<file path="src/verilog/acb_pkg.sv">
package acb_pkg;
  // instruction word fields
  localparam int          OP_HI          = 15;
  localparam int          OP6_LO         = 10;
  localparam int          DEST_BIT       = 9;
  localparam int          BANK_BIT       = 8;
  localparam logic [5:0]  OP_ADD_FILE    = 6'h09;  // 0010 01
  localparam logic [5:0]  OP_ADDC_FILE   = 6'h08;  // 0010 00
  localparam logic [5:0]  OP_AND_FILE    = 6'h05;  // 0001 01
  localparam logic [7:0]  OP_AND_LIT     = 8'h0B;  // 0000 1011
  localparam logic [7:0]  OP_BR_CARRY    = 8'hE2;  // 1110 0010
  // status bit positions
  localparam int          ST_C           = 0;
  localparam int          ST_HC          = 1;
  localparam int          ST_Z           = 2;
  localparam int          ST_OV          = 3;
  localparam int          ST_N           = 4;
  // reset values
  localparam logic [7:0]  ACCUM_RST      = 8'h00;
  localparam logic [4:0]  STATUS_RST     = 5'h00;
  localparam logic [20:0] PC_RST         = 21'h000000;
  localparam logic [3:0]  BANK_RST       = 4'h0;
  // fixed direct bank for bank bit 0
  localparam logic [3:0]  ACCESS_BANK    = 4'h0;
  // register offsets on the control bus
  localparam logic [7:0]  REG_CTRL       = 8'h00;
  localparam logic [7:0]  REG_INSTR      = 8'h04;
  localparam logic [7:0]  REG_ACCUM      = 8'h08;
  localparam logic [7:0]  REG_STATUS     = 8'h0C;
  localparam logic [7:0]  REG_PC         = 8'h10;
  localparam logic [7:0]  REG_BANK       = 8'h14;
  localparam logic [1:0]  RESP_OKAY      = 2'b00;
  localparam logic [1:0]  RESP_SLVERR    = 2'b10;

  typedef enum logic [2:0] {
    ACB_IDLE  = 3'b001,
    ACB_EXEC  = 3'b010,
    ACB_FLUSH = 3'b100
  } acb_state_t;
endpackage : acb_pkg

</file>
<file path="src/verilog/acb_core.sv">
// Register access over AXI4-Lite and the placing of the registers are this design's own decisions.
`timescale 1ns/1ps
module acb_core (
  input  wire logic                   clock,
  input  wire logic                   nrst,
  // axi4-lite slave
  input  wire logic [7:0]             s_axi_awaddr,
  input  wire logic                   s_axi_awvalid,
  output logic                        s_axi_awready,
  input  wire logic [31:0]            s_axi_wdata,
  input  wire logic [3:0]             s_axi_wstrb,
  input  wire logic                   s_axi_wvalid,
  output logic                        s_axi_wready,
  output logic [1:0]                  s_axi_bresp,
  output logic                        s_axi_bvalid,
  input  wire logic                   s_axi_bready,
  input  wire logic [7:0]             s_axi_araddr,
  input  wire logic                   s_axi_arvalid,
  output logic                        s_axi_arready,
  output logic [31:0]                 s_axi_rdata,
  output logic [1:0]                  s_axi_rresp,
  output logic                        s_axi_rvalid,
  input  wire logic                   s_axi_rready,
  // data memory
  output logic [11:0]                 mem_addr,
  input  wire logic [7:0]             mem_rdata,
  output logic [7:0]                  mem_wdata,
  output logic                        mem_we,
  output logic                        busy
);
  import acb_pkg::*;

  logic [15:0] instr_q, instr_d;
  logic [7:0]  accum_q, accum_d;
  logic [4:0]  status_q, status_d;
  logic [20:0] pc_q, pc_d;
  logic [3:0]  bank_q, bank_d;
  acb_state_t  state_q, state_d;
  logic        is_add, is_addc, is_andf, is_andl, is_brc, is_file;
  logic [7:0]  alu_b, alu_res;
  logic        alu_c, alu_hc, alu_ov, alu_n, alu_z;
  logic        aw_q, aw_d, w_q, w_d, bv_q, bv_d, rv_q, rv_d;
  logic [7:0]  awa_q, awa_d;
  logic [31:0] wd_q, wd_d, rd_q, rd_d;
  logic [1:0]  br_q, br_d, rr_q, rr_d;
  logic        start, wr_fire;
  logic [20:0] next_pc, br_target;

  // opcode decode of the latched instruction
  always_comb begin
    is_add  = instr_q[OP_HI:OP6_LO] == OP_ADD_FILE;
    is_addc = instr_q[OP_HI:OP6_LO] == OP_ADDC_FILE;
    is_andf = instr_q[OP_HI:OP6_LO] == OP_AND_FILE;
    is_andl = instr_q[15:8] == OP_AND_LIT;
    is_brc  = instr_q[15:8] == OP_BR_CARRY;
    is_file = is_add || is_addc || is_andf;
  end

  // bank select: bank bit 0 picks the fixed direct bank, bank bit 1 the bank register
  assign mem_addr = {instr_q[BANK_BIT] ? bank_q : ACCESS_BANK, instr_q[7:0]};
  assign alu_b    = is_andl ? instr_q[7:0] : mem_rdata;

  acb_alu u_alu (
    .a      (accum_q),
    .b      (alu_b),
    .cin    (is_addc & status_q[ST_C]),
    .do_and (is_andf | is_andl),
    .res    (alu_res),
    .c      (alu_c),
    .hc     (alu_hc),
    .ov     (alu_ov),
    .n      (alu_n),
    .z      (alu_z)
  );

  // file writeback is combinational during the single exec cycle
  assign mem_wdata = alu_res;
  assign mem_we    = (state_q == ACB_EXEC) && is_file && instr_q[DEST_BIT];
  assign busy      = (state_q != ACB_IDLE);

  // pc points at the branch, target counts from pc plus 2; offset sign-extended and doubled
  assign next_pc   = pc_q + 21'h000002;
  assign br_target = next_pc + {{12{instr_q[7]}}, instr_q[7:0], 1'b0};

  assign wr_fire = aw_q && w_q && !bv_q;
  assign start   = wr_fire && (awa_q == REG_INSTR) && (state_q == ACB_IDLE);

  // execution sequencer and architectural state
  always_comb begin
    state_d  = state_q;
    accum_d  = accum_q;
    status_d = status_q;
    pc_d     = pc_q;
    instr_d  = instr_q;
    bank_d   = bank_q;
    case (state_q)
      ACB_IDLE: begin
        if (start) begin
          instr_d = wd_q[15:0];
          state_d = ACB_EXEC;
        end
      end
      ACB_EXEC: begin
        state_d = ACB_IDLE;
        pc_d    = next_pc;
        if (is_add || is_addc) begin
          status_d[ST_C]  = alu_c;
          status_d[ST_HC] = alu_hc;
          status_d[ST_OV] = alu_ov;
          status_d[ST_N]  = alu_n;
          status_d[ST_Z]  = alu_z;
        end
        if (is_andf || is_andl) begin
          status_d[ST_N] = alu_n;
          status_d[ST_Z] = alu_z;
        end
        if ((is_file && !instr_q[DEST_BIT]) || is_andl) begin
          accum_d = alu_res;
        end
        if (is_brc && status_q[ST_C]) begin
          pc_d    = br_target;
          state_d = ACB_FLUSH;
        end
      end
      ACB_FLUSH: begin
        state_d = ACB_IDLE;
      end
      default: state_d = ACB_IDLE;
    endcase
    // software writes are refused while an instruction is running
    if (wr_fire && state_q == ACB_IDLE) begin
      case (awa_q)
        REG_ACCUM:  accum_d  = wd_q[7:0];
        REG_STATUS: status_d = wd_q[4:0];
        REG_PC:     pc_d     = wd_q[20:0];
        REG_BANK:   bank_d   = wd_q[3:0];
        default: ;
      endcase
    end
  end

  // axi4-lite channel capture and responses
  always_comb begin
    aw_d  = aw_q;
    awa_d = awa_q;
    w_d   = w_q;
    wd_d  = wd_q;
    bv_d  = bv_q;
    br_d  = br_q;
    rv_d  = rv_q;
    rd_d  = rd_q;
    rr_d  = rr_q;
    if (s_axi_awvalid && s_axi_awready) begin
      aw_d  = 1'b1;
      awa_d = s_axi_awaddr;
    end
    if (s_axi_wvalid && s_axi_wready) begin
      w_d  = 1'b1;
      wd_d = s_axi_wdata;
    end
    if (wr_fire) begin
      aw_d = 1'b0;
      w_d  = 1'b0;
      bv_d = 1'b1;
      br_d = RESP_OKAY;
      if (awa_q > REG_BANK || awa_q[1:0] != 2'b00) begin
        br_d = RESP_SLVERR;
      end
    end
    if (bv_q && s_axi_bready) begin
      bv_d = 1'b0;
    end
    if (s_axi_arvalid && s_axi_arready) begin
      rv_d = 1'b1;
      rr_d = RESP_OKAY;
      case (s_axi_araddr)
        REG_CTRL:   rd_d = {31'h00000000, busy};
        REG_INSTR:  rd_d = {16'h0000, instr_q};
        REG_ACCUM:  rd_d = {24'h000000, accum_q};
        REG_STATUS: rd_d = {27'h0000000, status_q};
        REG_PC:     rd_d = {11'h000, pc_q};
        REG_BANK:   rd_d = {28'h0000000, bank_q};
        default: begin
          rd_d = 32'h00000000;
          rr_d = RESP_SLVERR;
        end
      endcase
    end else if (rv_q && s_axi_rready) begin
      rv_d = 1'b0;
    end
  end

  assign s_axi_awready = !aw_q && !bv_q;
  assign s_axi_wready  = !w_q && !bv_q;
  assign s_axi_bvalid  = bv_q;
  assign s_axi_bresp   = br_q;
  assign s_axi_arready = !rv_q;
  assign s_axi_rvalid  = rv_q;
  assign s_axi_rdata   = rd_q;
  assign s_axi_rresp   = rr_q;

  // registers only; synchronous active-low reset
  always_ff @(posedge clock) begin
    if (!nrst) begin
      state_q  <= ACB_IDLE;
      instr_q  <= 16'h0000;
      accum_q  <= ACCUM_RST;
      status_q <= STATUS_RST;
      pc_q     <= PC_RST;
      bank_q   <= BANK_RST;
      aw_q     <= 1'b0;
      awa_q    <= 8'h00;
      w_q      <= 1'b0;
      wd_q     <= 32'h00000000;
      bv_q     <= 1'b0;
      br_q     <= RESP_OKAY;
      rv_q     <= 1'b0;
      rd_q     <= 32'h00000000;
      rr_q     <= RESP_OKAY;
    end else begin
      state_q  <= state_d;
      instr_q  <= instr_d;
      accum_q  <= accum_d;
      status_q <= status_d;
      pc_q     <= pc_d;
      bank_q   <= bank_d;
      aw_q     <= aw_d;
      awa_q    <= awa_d;
      w_q      <= w_d;
      wd_q     <= wd_d;
      bv_q     <= bv_d;
      br_q     <= br_d;
      rv_q     <= rv_d;
      rd_q     <= rd_d;
      rr_q     <= rr_d;
    end
  end
endmodule : acb_core

</file>
<file path="src/verilog/acb_alu.sv">
`timescale 1ns/1ps
// combinational adder / and unit with status generation
module acb_alu (
  input  wire logic [7:0] a,
  input  wire logic [7:0] b,
  input  wire logic       cin,
  input  wire logic       do_and,
  output logic      [7:0] res,
  output logic            c,
  output logic            hc,
  output logic            ov,
  output logic            n,
  output logic            z
);
  logic [8:0] sum;
  logic [4:0] low;

  // bit 3 and bit 7 carries, like-sign overflow
  always_comb begin
    sum = {1'b0, a} + {1'b0, b} + {8'h00, cin};
    low = {1'b0, a[3:0]} + {1'b0, b[3:0]} + {4'h0, cin};
    res = do_and ? (a & b) : sum[7:0];
    c   = sum[8];
    hc  = low[4];
    ov  = (a[7] == b[7]) && (sum[7] != a[7]);
    n   = res[7];
    z   = (res == 8'h00);
  end
endmodule : acb_alu

</file>
<file path="config.mk">
export PLATFORM = sky130hd
export DESIGN_NAME = acb_core
export DESIGN_NICKNAME = d
export VERILOG_FILES = /design/src/verilog/acb_pkg.sv /design/src/verilog/acb_core.sv /design/src/verilog/acb_alu.sv
export SDC_FILE = /design/constraint.sdc
export NUM_CORES = 1
export LEC_CHECK = 0
export BUFFER_PORTS_ARGS = -buffer_cell sky130_fd_sc_hd__buf_4
export CORE_MARGIN = 3
export CORE_UTILIZATION = 57
export CTS_BUF_LIST = sky130_fd_sc_hd__clkbuf_8 sky130_fd_sc_hd__clkbuf_16
export DETAILED_ROUTE_END_ITERATION = 16
export GPL_TIMING_DRIVEN = 1
export PLACE_DENSITY_LB_ADDON = 0.08
export SYNTH_ARGS = -nofsm -noshare
export SYNTH_HDL_FRONTEND = slang
export SYNTH_SLANG_ARGS = --single-unit
</file>
<file path="constraint.sdc">
create_clock -name clock -period 5.44 [get_ports clock]
set_input_delay 1.088 -clock clock [delete_from_list [all_inputs] [get_ports clock]]
set_output_delay 1.088 -clock clock [all_outputs]
set_load 0.1 [all_outputs]
</file>
==> flow_results.org, run 1 <==
** CTS
- The number of hold buffers added after CTS was 0.
- In this run, post-CTS repair resized a total of 0 instances.
- Clk sink count :: 113
- TritonCTS clock tree :: built
- Buffer type at the clock tree root :: sky130_fd_sc_hd__clkbuf_16
- In this run, CTS created clock tree buffers numbering 17.
- Post-CTS timing repair inserted 0 buffers for setup.
- At the later pin of the worst-skew pair, clock insertion delay measures 0.42 ns.
- The H-tree was split into 4 levels.
- Counting along the longest clock path gives a buffer depth of 2.
- Reg clk slew, reported paths :: 0.06 ns

** Critical path
- Worst path max stage delay :: 0.47 ns
- The kind of cell with the highest combined delay along the critical path is simple AND/OR/NAND/NOR gates.
- Worst EP arrival :: 4.13 ns
- Setup crit start kind :: flip-flop
- Among all stages on the critical path, the largest delay is contributed by sky130_fd_sc_hd__fa_1.
- Largest driver fanout on the critical path :: 9
- Required time of the worst setup path :: 4.35 ns
- Chain of cells forming the critical path :: nor2_1, nand4_1, or2_2, mux2_2, inv_1, fa_1, fa_1, nor2b_4, o21ai_2, a21boi_1, o21a_1, o21ai_0, a31oi_1, inv_1, buf_4
- CP Buf/Inv Count :: 3
- Kind of capture point of the worst setup path :: output port
- Category of the critical setup timing path :: reg -> out

** Synthesis
- A synthesized cell averages 8.04 um^2.
- Count of unique library cells instantiated by Yosys :: 74
- Netlist area before placement :: 0.00710 mm^2
- Commonest register cell after synthesis :: sky130_fd_sc_hd__dfxtp_1
- Synthesized instance count :: 883
- After synthesis, the share of flip-flops with an asynchronous set or reset is 0.
- Count of flip-flops with a built-in enable after synthesis :: 0
- The share of the Yosys chip area taken by registers is 0.319.
- Total number of yosys warnings :: 0
- The synthesized design contains 113 register bits.

** Route
- Via/cell ratio :: 5.87
- Total vias in the final route :: 6637
- Iteration-0 DRC Markers :: 619
- For this block, the routed nets add up to 19.4 mm of wire.
- The first detailed-routing pass ran for 6 iterations.
- For this run, design rule violations remaining after detail routing come to 0.
- Post-detailed-route count of antenna-violating nets :: 0
- Routed wirelength normalized by instance count :: 17.2 um

** Power and ir drop
- Largest voltage drop on the vdd net :: 208 uV
- The share of total power dissipated in sequential elements is 0.383.
- Switching part of the total power :: 0.273
- Internal cell power :: 0.00166 W
- Proportion of power drawn by combinational gates :: 0.110
- Of the total power, the clock network draws 0.507.
- Summed over all cells, the static leakage comes to 3.43 nW.
- Net switching power figure :: 0.000624 W
- Power density cells :: 272 mW/mm^2

** Timing
- Clock Skew :: 0.0129 ns
- Dividing the final minimum period by the clock period gives 0.960.
- Setup violations remaining at the end of the flow were counted as 0.
- Setup repair after global routing missed its margin :: no
- The routed design could run at a clock period as short as 5.22 ns.
- Max Clock Freq :: 192 MHz
- Measured against its own limit, the worst slew margin works out to 0.129.
- The number of hold violations in the final report came to 0.
- Setup slack on the critical path of the routed design comes to 0.219 ns.
- The count of final max-slew check failures was 0.
- Slew @ Worst Pin :: 1.30 ns
- TNS Setup :: 0 ns

** Layout
- Proportion of layout cells with a drive suffix above 1 :: 0.185
- For this run, the number of standard cells in the final layout without fillers is 1131.
- Relative to the synthesized area, the layout overhead comes to 18.3%.
- The final layout contains 1048 nets.
- Antenna fix cells :: 0

** Global route
- Global Route Usage Sum :: 0.283
- Pin count of the biggest net entering global routing :: 117
- Global-route wire length before repair :: 31.9 mm
- Antenna violations before repair :: 0
- The via count of the first global-routing pass came to 6346.
- Residual overflow from global routing :: 0

** Status
- Result of the run :: finished, final reports clean

** Worst hold path
- Class of the tightest hold or removal check :: reg -> reg

** Placed design
- Number of buffers added on ports :: 101
- Counting tap cells, the placed design contains a total of 1099 instances.
- Setup slack at placement :: 0.686 ns
- Detailed-placement wirelength estimate :: 14.3 mm
- Final estimated routing congestion in global placement :: 0.908

** Die
- Vertical die dimension :: 118 um
- Number of top-level pins :: 130
- In this run the horizontal extent of the chip is 118 um.
- The floorplan step defined a die boundary enclosing 0.0138 mm^2.
- Starting density of the core :: 0.586
- In this run the core area contains 40 standard-cell rows.
- After floorplanning, the core was sized to cover 0.0121 mm^2.

** Run
- The tool flagged a number of max-cap violations equal to 0.
==> routing by layer <==
layer	part of all wire	routed length, um	vias to the layer above	track usage
met5	0	0	-	0
met4	0.029	560	0	0.112
met3	0.069	1350	43	0.0577
met2	0.46	8940	263	0.459
met1	0.44	8580	3106	0.371
li1	-	-	3225	-
==> cell families after synthesis <==
group	count (synthesis)	synth area share
simple gates	343	0.231
compound gates	241	0.238
flops	113	0.319
buf+inv	84	0.0598
xor+xnor	37	0.0457
mux	33	0.0487
fa+ha+maj	31	0.0578
other cells	1	0.000528
==> cell type report <==
class	count	area (um^2)
sequential	113	2260
tap	168	210
multi-input combinational	698	4470
clock buffer	18	439
inverter	16	60.1
timing repair buffer	104	781
clock inverter	14	176
fill	1024	3720
==> per-stage QoR <==
stage | instance area (um^2) | util | power [W] | hold WS (ns)
floorplan | 7150 | - | 0.00108 | 0.431
global placement | 7780 | 0.642 | 0.00114 | 0.448
detailed placement | 7780 | 0.642 | 0.00114 | 0.463
CTS | 8400 | 0.693 | 0.00229 | 0.471
global route | 8400 | 0.693 | 0.00235 | 0.493
finish | 8400 | 0.693 | 0.00228 | 0.466
==> cells in the mapped netlist, drive strengths merged (6+ instances only) <==
cell	n	area, um^2
nand2	168	631
dfxtp	113	2260
a21boi	56	420
o21ai	54	282
nor2	45	171
a21oi	43	245
buf	35	240
clkbuf	33	124
and2	29	181
ha	28	350
nand3	28	145
xnor2	23	201
mux2i	21	210
nor2b	18	120
a22oi	16	120
inv	16	60.1
xor2	14	123
mux2	12	135
o211a	11	110
and3	9	56.3
o211ai	9	67.6
a31oi	8	65.1
nor3	7	40.0
or3	7	48.8
a21o	6	45.0
nand4	6	37.5
o221ai	6	52.6
==> cells in the final DEF (no fill, tap or decap), types with 7 or more instances in the layout <==
master and count:
sky130_fd_sc_hd__nor2_1 43, sky130_fd_sc_hd__xor2_1 14, sky130_fd_sc_hd__clkbuf_16 17, sky130_fd_sc_hd__a22oi_1 16, sky130_fd_sc_hd__o211ai_1 9, sky130_fd_sc_hd__o211a_1 11
sky130_fd_sc_hd__nand2_1 168, sky130_fd_sc_hd__a21boi_1 8, sky130_fd_sc_hd__xnor2_1 23, sky130_fd_sc_hd__o21ai_0 46, sky130_fd_sc_hd__a21oi_1 39, sky130_fd_sc_hd__inv_1 16
sky130_fd_sc_hd__dfxtp_1 113, sky130_fd_sc_hd__ha_1 28, sky130_fd_sc_hd__and2_1 28, sky130_fd_sc_hd__nor2b_1 17, sky130_fd_sc_hd__a31oi_1 7, sky130_fd_sc_hd__a21boi_0 48
sky130_fd_sc_hd__buf_4 104, sky130_fd_sc_hd__mux2i_1 21, sky130_fd_sc_hd__and3_1 9, sky130_fd_sc_hd__nand3_1 27, sky130_fd_sc_hd__conb_1 13, sky130_fd_sc_hd__mux2_2 12
==> path summary, 6_finish.rpt <==
kind,startpoint,to,slack (ns),cells after the start
worst max-delay path,instr_q[12]$_SDFFE_PN0P_,mem_wdata[6],0.22,15
worst min-delay path,awa_q[6]$_SDFFE_PN0P_,awa_q[6]$_SDFFE_PN0P_,0.47,2
worst max register to register,instr_q[12]$_SDFFE_PN0P_,status_q[2]$_SDFF_PN0_,1.19,16
worst min register to register,awa_q[6]$_SDFFE_PN0P_,awa_q[6]$_SDFFE_PN0P_,0.47,2
==> flip-flops by register name (all words and copies together) (netlist names) <==
name / flops
aw_q: 1
status_q: 5
s_axi_bresp: 1
bank_q: 4
pc_q: 21
w_q: 1
awa_q: 8
accum_q: 8
s_axi_rresp: 1
s_axi_bvalid: 1
s_axi_rvalid: 1
instr_q: 16
state_q: 3
wd_q: 21
s_axi_rdata: 21
==> power groups by stage <==
stage	registers, W	logic (W)	clock network (W)
after floorplan	0.000905	0.000172	0
after global placement	0.000890	0.000245	0
after detailed placement	0.000891	0.000250	0
after CTS	0.000873	0.000251	0.00117
after global routing	0.000877	0.000267	0.00120
final	0.000874	0.000250	0.00116
==> worst register-to-register path: stages (launching register included) <==
cell	delay (ns)
sky130_fd_sc_hd__dfxtp_1	0.36
sky130_fd_sc_hd__nor2_1	0.20
sky130_fd_sc_hd__nand4_1	0.20
sky130_fd_sc_hd__or2_2	0.45
sky130_fd_sc_hd__mux2_2	0.28
sky130_fd_sc_hd__inv_1	0.05
sky130_fd_sc_hd__fa_1	0.43
sky130_fd_sc_hd__fa_1	0.47
sky130_fd_sc_hd__nor2b_4	0.14
sky130_fd_sc_hd__o21ai_2	0.06
sky130_fd_sc_hd__a21boi_1	0.22
sky130_fd_sc_hd__o21a_1	0.16
sky130_fd_sc_hd__o21ai_0	0.12
sky130_fd_sc_hd__a31oi_1	0.24
sky130_fd_sc_hd__inv_1	0.09
sky130_fd_sc_hd__or4_1	0.54
sky130_fd_sc_hd__a31oi_1	0.17
No activity file was read; power rests on OpenSTA's default activity.
==> inputs of run 2 (changes only) <==
==> constraint.sdc (replaced) <==
create_clock -name clock -period 5.44 [get_ports clock]
set_input_delay 0.272 -clock clock [delete_from_list [all_inputs] [get_ports clock]]
set_output_delay 0.272 -clock clock [all_outputs]
set_load 0.1 [all_outputs]
==> run 2 against run 1 <==
  * Clock-buffer cell count stayed put
  * Global-route usage is 0.29 points lower
  * Worst setup slack better by 0.78 ns
  * Critical path type unchanged
  * Maximum frequency is 18% higher
  * Routed wire length is 1.0% higher
==> flow_results.org, run 2 (synthesis gave the netlist of run 1 again) <==
** Timing
- The maximum operating frequency was 225 MHz (+18%).
- Setup repair after global routing left no endpoint under its margin.
- The count of final max-slew check failures is 0 (unchanged).
- The worst-case headroom to the max-slew limit came to 0.141 (+0.0120).
- Final period util :: 0.816 (-0.144)
- Number of hold violations in the final report :: 0 (unchanged)
- The final-report setup violation count is 0 (unchanged).
- TNS Setup :: 0 ns (unchanged)
- Slew @ Worst Pin :: 1.28 ns (-0.0180 ns)
- The clock skew is 0.00768 ns (-0.00519 ns).
- Shortest clock period the worst path allows after layout :: 4.44 ns (-0.784 ns)

** Route
- 1st-pass router iterations :: 6 (unchanged)
- The number of DRC markers in iteration 0 is 623 (+0.65%).
- Routed wirelength normalized by instance count :: 17.3 um (+1.0%)
- Wirelength, routed :: 19.6 mm (+1.0%)
- The remaining number of nets flagged by the antenna check after routing was 0 (unchanged).
- The overall via count from detail_route is 6659 (+0.33%).
- Detailed-route DRC error count :: 0 (unchanged)
- The number of vias per cell after detailed routing is 5.89 (+0.33%).

** CTS
- The number of H-tree levels came to 4 (unchanged).
- Setup fix buffers added after clock tree synthesis :: 0 (unchanged)
- The clock-pin slew reported for the worst setup and hold paths after clock tree synthesis was 0.06 ns (about the same).
- CTS buffer count :: 17 (unchanged)
- Hold-fix buffers at CTS :: 0 (unchanged)
- TritonCTS built the clock tree.
- Buffer type at the clock tree root :: sky130_fd_sc_hd__clkbuf_16
- Total of cells resized after clock tree synthesis :: 0 (unchanged)
- Clk sink count :: 113 (unchanged)
- Clock Latency Late Sink :: 0.41 ns (about the same)
- Maximum clock path buffer count :: 2 (unchanged)

** Layout
- Final net count :: 1048 (unchanged)
- The final standard cell count with taps included and fillers excluded came to 1131 (unchanged).
- Number of fill cells :: 1027 (+0.29%)
- Syn-to-layout area delta :: 17.9%
- Antenna fix cells :: 0 (unchanged)
- Leaving out fill and tap cells, the most frequent cell in the layout is sky130_fd_sc_hd__nand2_1.
- Proportion of layout cells with a drive suffix above 1 :: 0.184 (-0.00104)
- In the layout the commonest cells are 168 x sky130_fd_sc_hd__nand2_1, 113 x sky130_fd_sc_hd__dfxtp_1, 104 x sky130_fd_sc_hd__buf_4, 48 x sky130_fd_sc_hd__o21ai_0, 48 x sky130_fd_sc_hd__a21boi_0.
- The cell area after layout is 0.00837 mm^2 (-0.33%).

** Power and ir drop
- The peak supply drop was 295 uV (+42%).
- The leakage dissipation is 3.41 nW (-0.51%).
- Power density cells :: 267 mW/mm^2 (-1.7%)

** Die
- Number of top-level pins :: 130 (unchanged)
- The number of rows created at floorplan was 40 (unchanged).
- Placeable core region :: 0.0121 mm^2 (unchanged)
- Vertical die dimension :: 118 um (unchanged)
- The die area was 0.0138 mm^2 (unchanged).
- Die width :: 118 um (unchanged)
- The starting utilization of the core area was 0.586 (unchanged).

** Status
- Result of the run :: finished, final reports clean

** Placed design
- Placed cell area :: 0.00777 mm^2 (about the same)
- The routability congestion estimate is 0.941 (+3.6%).
- Number of buffers added on ports :: 101 (unchanged)
- Post-placement cell count :: 1099 (unchanged)
- Detailed-placement wirelength estimate :: 14.3 mm (-0.16%)

** Worst hold path
- The worst hold path begins at s_axi_arvalid.
- Class of the tightest hold or removal check :: in -> reg

** Run
- The max-capacitance violation count is 0 (unchanged).

** Critical path
- The data arrival time of the critical path was 4.17 ns (+0.04 ns).
- Required time of the worst setup path :: 5.17 ns (+0.82 ns)
- Critical-path cell with the highest stage delay :: sky130_fd_sc_hd__fa_1
- Setup crit start kind :: flip-flop
- The worst setup path is captured at an output port.
- The worst register-to-register path begins at instr_q[15]$_SDFFE_PN0P_.
- The largest fanout on the critical path came to 9 (unchanged).
- Chain of cells forming the critical path :: or3_4, or2_2, mux2_2, inv_1, fa_1, fa_1, nor2b_4, o21ai_2, a21boi_1, o21a_1, o21ai_0, a31oi_1, inv_1, buf_4
- Worst setup path start :: instr_q[15]$_SDFFE_PN0P_
- The biggest cell delay along the critical path is 0.47 ns (about the same).
- The critical path in this run is classified as reg -> out.

** Global route
- The global-route wire length before repair was 31.8 mm (-0.34%).
- The via count of the first global-routing pass was 6394 (+0.76%).
- Global Route Usage Sum :: 0.280 (-0.00292)
- Pin count of the biggest net entering global routing :: 117 (unchanged)
- Residual overflow from global routing :: 0 (unchanged)
- The number of antenna violations at the first check in global routing came to 0 (unchanged).
-- run 2: changes by cell type in the layout (fill, tap and decap cells not counted), sizes merged --
cell,before,now
bufinv,3,2
clkinv,4,5
clkinvlp,2,3
inv,21,20
-- run 2: area by class of cell --
cell class / count / area [um^2] / area share
repair buffers: 104 / 781 / 0.0933
inverters: 16 / 60.1 / 0.00718
well taps: 168 / 210 / 0.0251
clock inverters: 14 / 154 / 0.0184
multi-input cells: 698 / 4460 / 0.533
flip-flops and latches: 113 / 2260 / 0.270
clock buffers: 18 / 439 / 0.0525
-- run 2: routing by layer --
| layer | vias to the layer above | global-route usage | share of wire |
|---|---|---|---|
| li1 | 3218 | - | - |
| met3 | 29 | 0.0567 | 0.086 |
| met5 | - | 0 | 0 |
| met4 | 0 | 0.0784 | 0.015 |
| met1 | 3125 | 0.379 | 0.43 |
| met2 | 287 | 0.456 | 0.47 |
-- run 2: through the flow --
| step | total power, W | setup slack (ns) | utilization | hold WS (ns) |
|---|---|---|---|---|
| finish | 0.00224 | 1.00 | 0.691 | 0.0965 |
| global route | 0.00230 | 0.793 | 0.691 | 0.102 |
| CTS | 0.00224 | 1.02 | 0.691 | 0.0869 |
| detailed placement | 0.00114 | 1.22 | 0.642 | 0.460 |
| global placement | 0.00113 | 1.33 | 0.642 | 0.448 |
| floorplan | 0.00108 | 0.0486 | - | 0.410 |
-- run 2: path summary, 6_finish.rpt --
| path | endpoint | slack [ns] | cells after the start |
|---|---|---|---|
| worst max-delay path | mem_wdata[6] | 1.00 | 14 |
| worst min-delay path | s_axi_rvalid$_SDFFE_PN0P_ | 0.1 | 2 |
| worst max register to register | status_q[2]$_SDFF_PN0_ | 1.16 | 15 |
| worst min register to register | awa_q[6]$_SDFFE_PN0P_ | 0.46 | 2 |
-- run 2: power by group --
part / switching, W / internal [W]
logic: 0.000180 / 0.0000703
clock network: 0.000421 / 0.000691
registers: 0.0000244 / 0.000849
total: 0.000626 / 0.00161
-- run 2: worst max-delay path, delay by kind of cell, from the launching register on --
kind | cells | cell delay (ns)
and+or+nand+nor | 3 | 1.00
adders and majority gates | 2 | 0.89
AOI/OAI and AO/OA | 5 | 0.83
buffers and inverters | 3 | 0.38
DFF | 1 | 0.35
muxes | 1 | 0.28
==> inputs of run 3 (changes only) <==
Settings changed: CORE_UTILIZATION 57 to 51.
Clock period 5.44 ns to 3.59 ns, I/O delays scaled along.
==> run 3 against run 2 <==
  * The run now ends with negative setup slack left
  * Utilization fell by 2.7 points
  * Sequential power rose by 51%
  * Clock skew barely moved
  * Clock power rose by 53%
  * Critical endpoint is now status_q[2]$_SDFF_PN0_
  * Largest power group unchanged
  * Highest routed layer unchanged
==> flow_results.org, run 3 (synthesis gave the netlist of run 1 again) <==
** Global route
- The number of antenna violations at the first check in global routing is 0 (unchanged).
- Residual overflow from global routing :: 0 (unchanged)
- Global Route Usage Sum :: 0.275 (-0.00543)
- Pin count of the biggest net entering global routing :: 117 (unchanged)
- The via count of the first global-routing pass is 6520 (+2.0%).
- Global-route wire length before repair :: 33.0 mm (+3.9%)

** Layout
- Highest-count cells in the layout ignoring fill and taps :: 168 x sky130_fd_sc_hd__nand2_1, 136 x sky130_fd_sc_hd__buf_4, 112 x sky130_fd_sc_hd__dfxtp_1, 48 x sky130_fd_sc_hd__a21boi_0, 42 x sky130_fd_sc_hd__o21ai_0
- The total inserted antenna cells was 0 (unchanged).
- The fraction of final layout cells sized beyond drive strength 1 is 0.243 (+0.0590).
- The post-layout net count came to 1086 (+3.6%).
- Syn-to-layout area delta :: 25.4%
- The cell area after layout came to 0.00890 mm^2 (+6.3%).
- The final standard cell count with taps included and fillers excluded was 1177 (+4.1%).
- Number of fill cells :: 1117 (+8.8%)
- Leaving out fill and tap cells, the most frequent cell in the layout is sky130_fd_sc_hd__nand2_1.

** Route
- Via/cell ratio :: 5.70 (-3.2%)
- The overall via count from detail_route came to 6708 (+0.74%).
- 1st-pass router iterations :: 5 (-1)
- Wirelength, routed :: 20.6 mm (+5.2%)
- Detailed-route DRC error count :: 0 (unchanged)
- Iteration-0 DRC Markers :: 527 (-15%)
- The detail-routed net length per standard cell was 17.5 um (+1.0%).
- Post-detailed-route count of antenna-violating nets :: 0 (unchanged)

** Timing
- Final period util :: 1.06
- Number of hold violations in the final report :: 0 (unchanged)
- The worst-case setup margin in the final layout came to -0.220 ns (-1.22 ns).
- The worst-case headroom to the max-slew limit came to 0.233 (+0.0921).
- TNS Setup :: -0.661 ns (-0.661 ns)
- Slew @ Worst Pin :: 1.15 ns (-0.136 ns)
- Clock Skew :: 0.00785 ns (+0.000173 ns)
- The count of final max-slew check failures was 0 (unchanged).
- Setup repair after global routing missed its margin :: yes
- # setup viols final :: 4 (+4)
- Based on the critical path, the design can be clocked at up to 262 MHz.
- The routed design could run at a clock period as short as 3.81 ns.

** Die
- The floorplan die width was 124 um (+5.4%).
- The number of rows created at floorplan is 42 (+5.0%).
- The die area came to 0.0154 mm^2 (+11%).
- The overall die height came to 124 um (+5.4%).
- The area of the core was 0.0134 mm^2 (+11%).
- Number of top-level pins :: 130 (unchanged)
- Starting density of the core :: 0.530 (-0.0563)

** CTS
- Reg clk slew, reported paths :: 0.06 ns (about the same)
- The cell sitting at the root of the clock tree is a sky130_fd_sc_hd__clkbuf_16.
- Maximum level of the CTS H-tree :: 4 (unchanged)
- The clock latency on the worst-skew pair is 0.42 ns (about the same).
- Maximum clock path buffer count :: 2 (unchanged)
- CTS buffer count :: 17 (unchanged)
- The number of clock sinks seen by CTS was 113 (unchanged).
- TritonCTS built the clock tree.

** Power and ir drop
- The power per standard cell area came to 386 mW/mm^2 (+45%).
- Switching part of the total power :: 0.274 (-0.00591)
- The internal power contribution is 0.00249 W (+55%).
- The clock network fraction of total power was 0.496 (about the same).
- The leakage dissipation was 3.67 nW (+7.7%).
- The switching component of the power was 0.000941 W (+50%).
- The sequential group share of total power is 0.386 (-0.005).
- The power share of the combinational group came to 0.118 (+0.006).
- The peak supply drop came to 357 uV (+21%).

** Status
- The run finished, with violations left.
- The checks that failed: negative setup slack.

** Placed design
- The number of port buffers came to 101 (unchanged).
- The placed standard-cell area was 0.00806 mm^2 (+3.7%).
- The instance count after placement with tap cells included was 1135 (+3.3%).
- The sum of net half-perimeters after detailed placement was 15.0 mm (+4.8%).
- The routability congestion estimate was 0.942 (+0.13%).

** Critical path
- The worst endpoint required time was 3.93 ns (-1.24 ns).
- The startpoint identified for the worst register-to-register timing path is instr_q[13]$_SDFFE_PN0P_.
- The largest fanout on the critical path came to 4 (-5).
- The internal reg-to-reg setup slack is -0.22 ns (-1.38 ns).
- Capture instance of the worst register-to-register path :: status_q[2]$_SDFF_PN0_
- The length in cells of the worst reg-to-reg path is 16 (+1).
- STA classifies the critical path startpoint as a flip-flop.
- The worst setup path is of the reg -> reg kind.
- Kind of capture point of the worst setup path :: flip-flop
- The data arrival time of the critical path was 4.15 ns (-0.02 ns).

** Worst hold path
- Count of cells along the worst hold path :: 3 (+1)
- Class of the tightest hold or removal check :: in -> reg
- The worst hold path begins at s_axi_wdata[20].
- The worst hold path terminates at wd_q[20]$_SDFFE_PN0P_.

** Run
- Number of max-cap violations :: 0 (unchanged)
## run 3: cell count changes in the layout (fill, tap and decap cells not counted), sizes merged
cell | previous run | this run
buf | 104 | 141
bufinv | 2 | 3
clkbuf | 18 | 17
clkinvlp | 3 | 6
dlygate4sd3 | 0 | 1
inv | 20 | 17
## run 3: worst max-delay path by stage
| stage | to | start |
|---|---|---|
| CTS | mem_wdata[6] | instr_q[13]$_SDFFE_PN0P_ |
| detailed placement | status_q[2]$_SDFF_PN0_ | instr_q[13]$_SDFFE_PN0P_ |
| global placement | status_q[2]$_SDFF_PN0_ | instr_q[13]$_SDFFE_PN0P_ |
| global route | status_q[2]$_SDFF_PN0_ | instr_q[13]$_SDFFE_PN0P_ |
| finish | status_q[2]$_SDFF_PN0_ | instr_q[13]$_SDFFE_PN0P_ |
| floorplan | status_q[2]$_SDFF_PN0_ | instr_q[13]$_SDFFE_PN0P_ |
## run 3: critical path, stage by stage, from the launching register on
cell and delay (ns):
sky130_fd_sc_hd__dfxtp_2 0.32, sky130_fd_sc_hd__or3_4 0.39, sky130_fd_sc_hd__or2_4 0.27, sky130_fd_sc_hd__mux2_4 0.32
sky130_fd_sc_hd__inv_2 0.07, sky130_fd_sc_hd__fa_2 0.21, sky130_fd_sc_hd__buf_4 0.12, sky130_fd_sc_hd__nor2b_2 0.05
sky130_fd_sc_hd__o21ai_2 0.18, sky130_fd_sc_hd__a21boi_2 0.09, sky130_fd_sc_hd__o21a_1 0.21, sky130_fd_sc_hd__o41a_1 0.40
sky130_fd_sc_hd__xnor2_2 0.24, sky130_fd_sc_hd__o21ai_2 0.10, sky130_fd_sc_hd__buf_4 0.17, sky130_fd_sc_hd__or4_4 0.47
sky130_fd_sc_hd__a31oi_1 0.14
## run 3: timing repair
item,CTS,global route
hold buffers,1,0
gates resized for setup,11,24
pin swaps,8,13
setup endpoints to repair,4,6
endpoints found under the hold margin,1,0
buffers inserted,6,3
## run 3: power by group through the flow
stage,Sequential (W),Combinational (W),Clock [W]
after floorplan,0.00137,0.000266,0
after global routing,0.00133,0.000433,0.00177
after global placement,0.00135,0.000383,0
final,0.00132,0.000406,0.00170
after CTS,0.00132,0.000399,0.00172
after detailed placement,0.00135,0.000389,0
## run 3: area by class of cell
| class | instances | area, um^2 | area share |
|---|---|---|---|
| Timing Repair Buffer | 142 | 1120 | 0.126 |
| Sequential cell | 113 | 2260 | 0.254 |
| Tap cell | 176 | 220 | 0.0248 |
| Inverter | 16 | 63.8 | 0.00717 |
| Clock buffer | 17 | 425 | 0.0478 |
| Multi-Input combinational cell | 698 | 4630 | 0.521 |
| Clock inverter | 15 | 169 | 0.0190 |
## run 3: through the flow
stage	util	hold slack [ns]	total power, W	setup WS [ns]
6_report	0.664	0.0183	0.00344	-0.220
5_1_grt	0.664	0.0145	0.00354	-0.309
4_1_cts	0.654	0.00839	0.00344	-0.156
3_5_place_dp	0.602	0.438	0.00174	-0.0390
3_3_place_gp	0.602	0.415	0.00173	0.0366
2_1_floorplan	-	0.317	0.00164	-0.472
## run 3: routing by layer
metal	GRT usage	part of all wire	up-vias	wire length (um)
met5	0	0	-	0
met4	0.0712	0.012	0	255
met3	0.0490	0.064	19	1310
met2	0.443	0.46	190	9560
met1	0.381	0.46	3206	9500
li1	-	-	3293	-
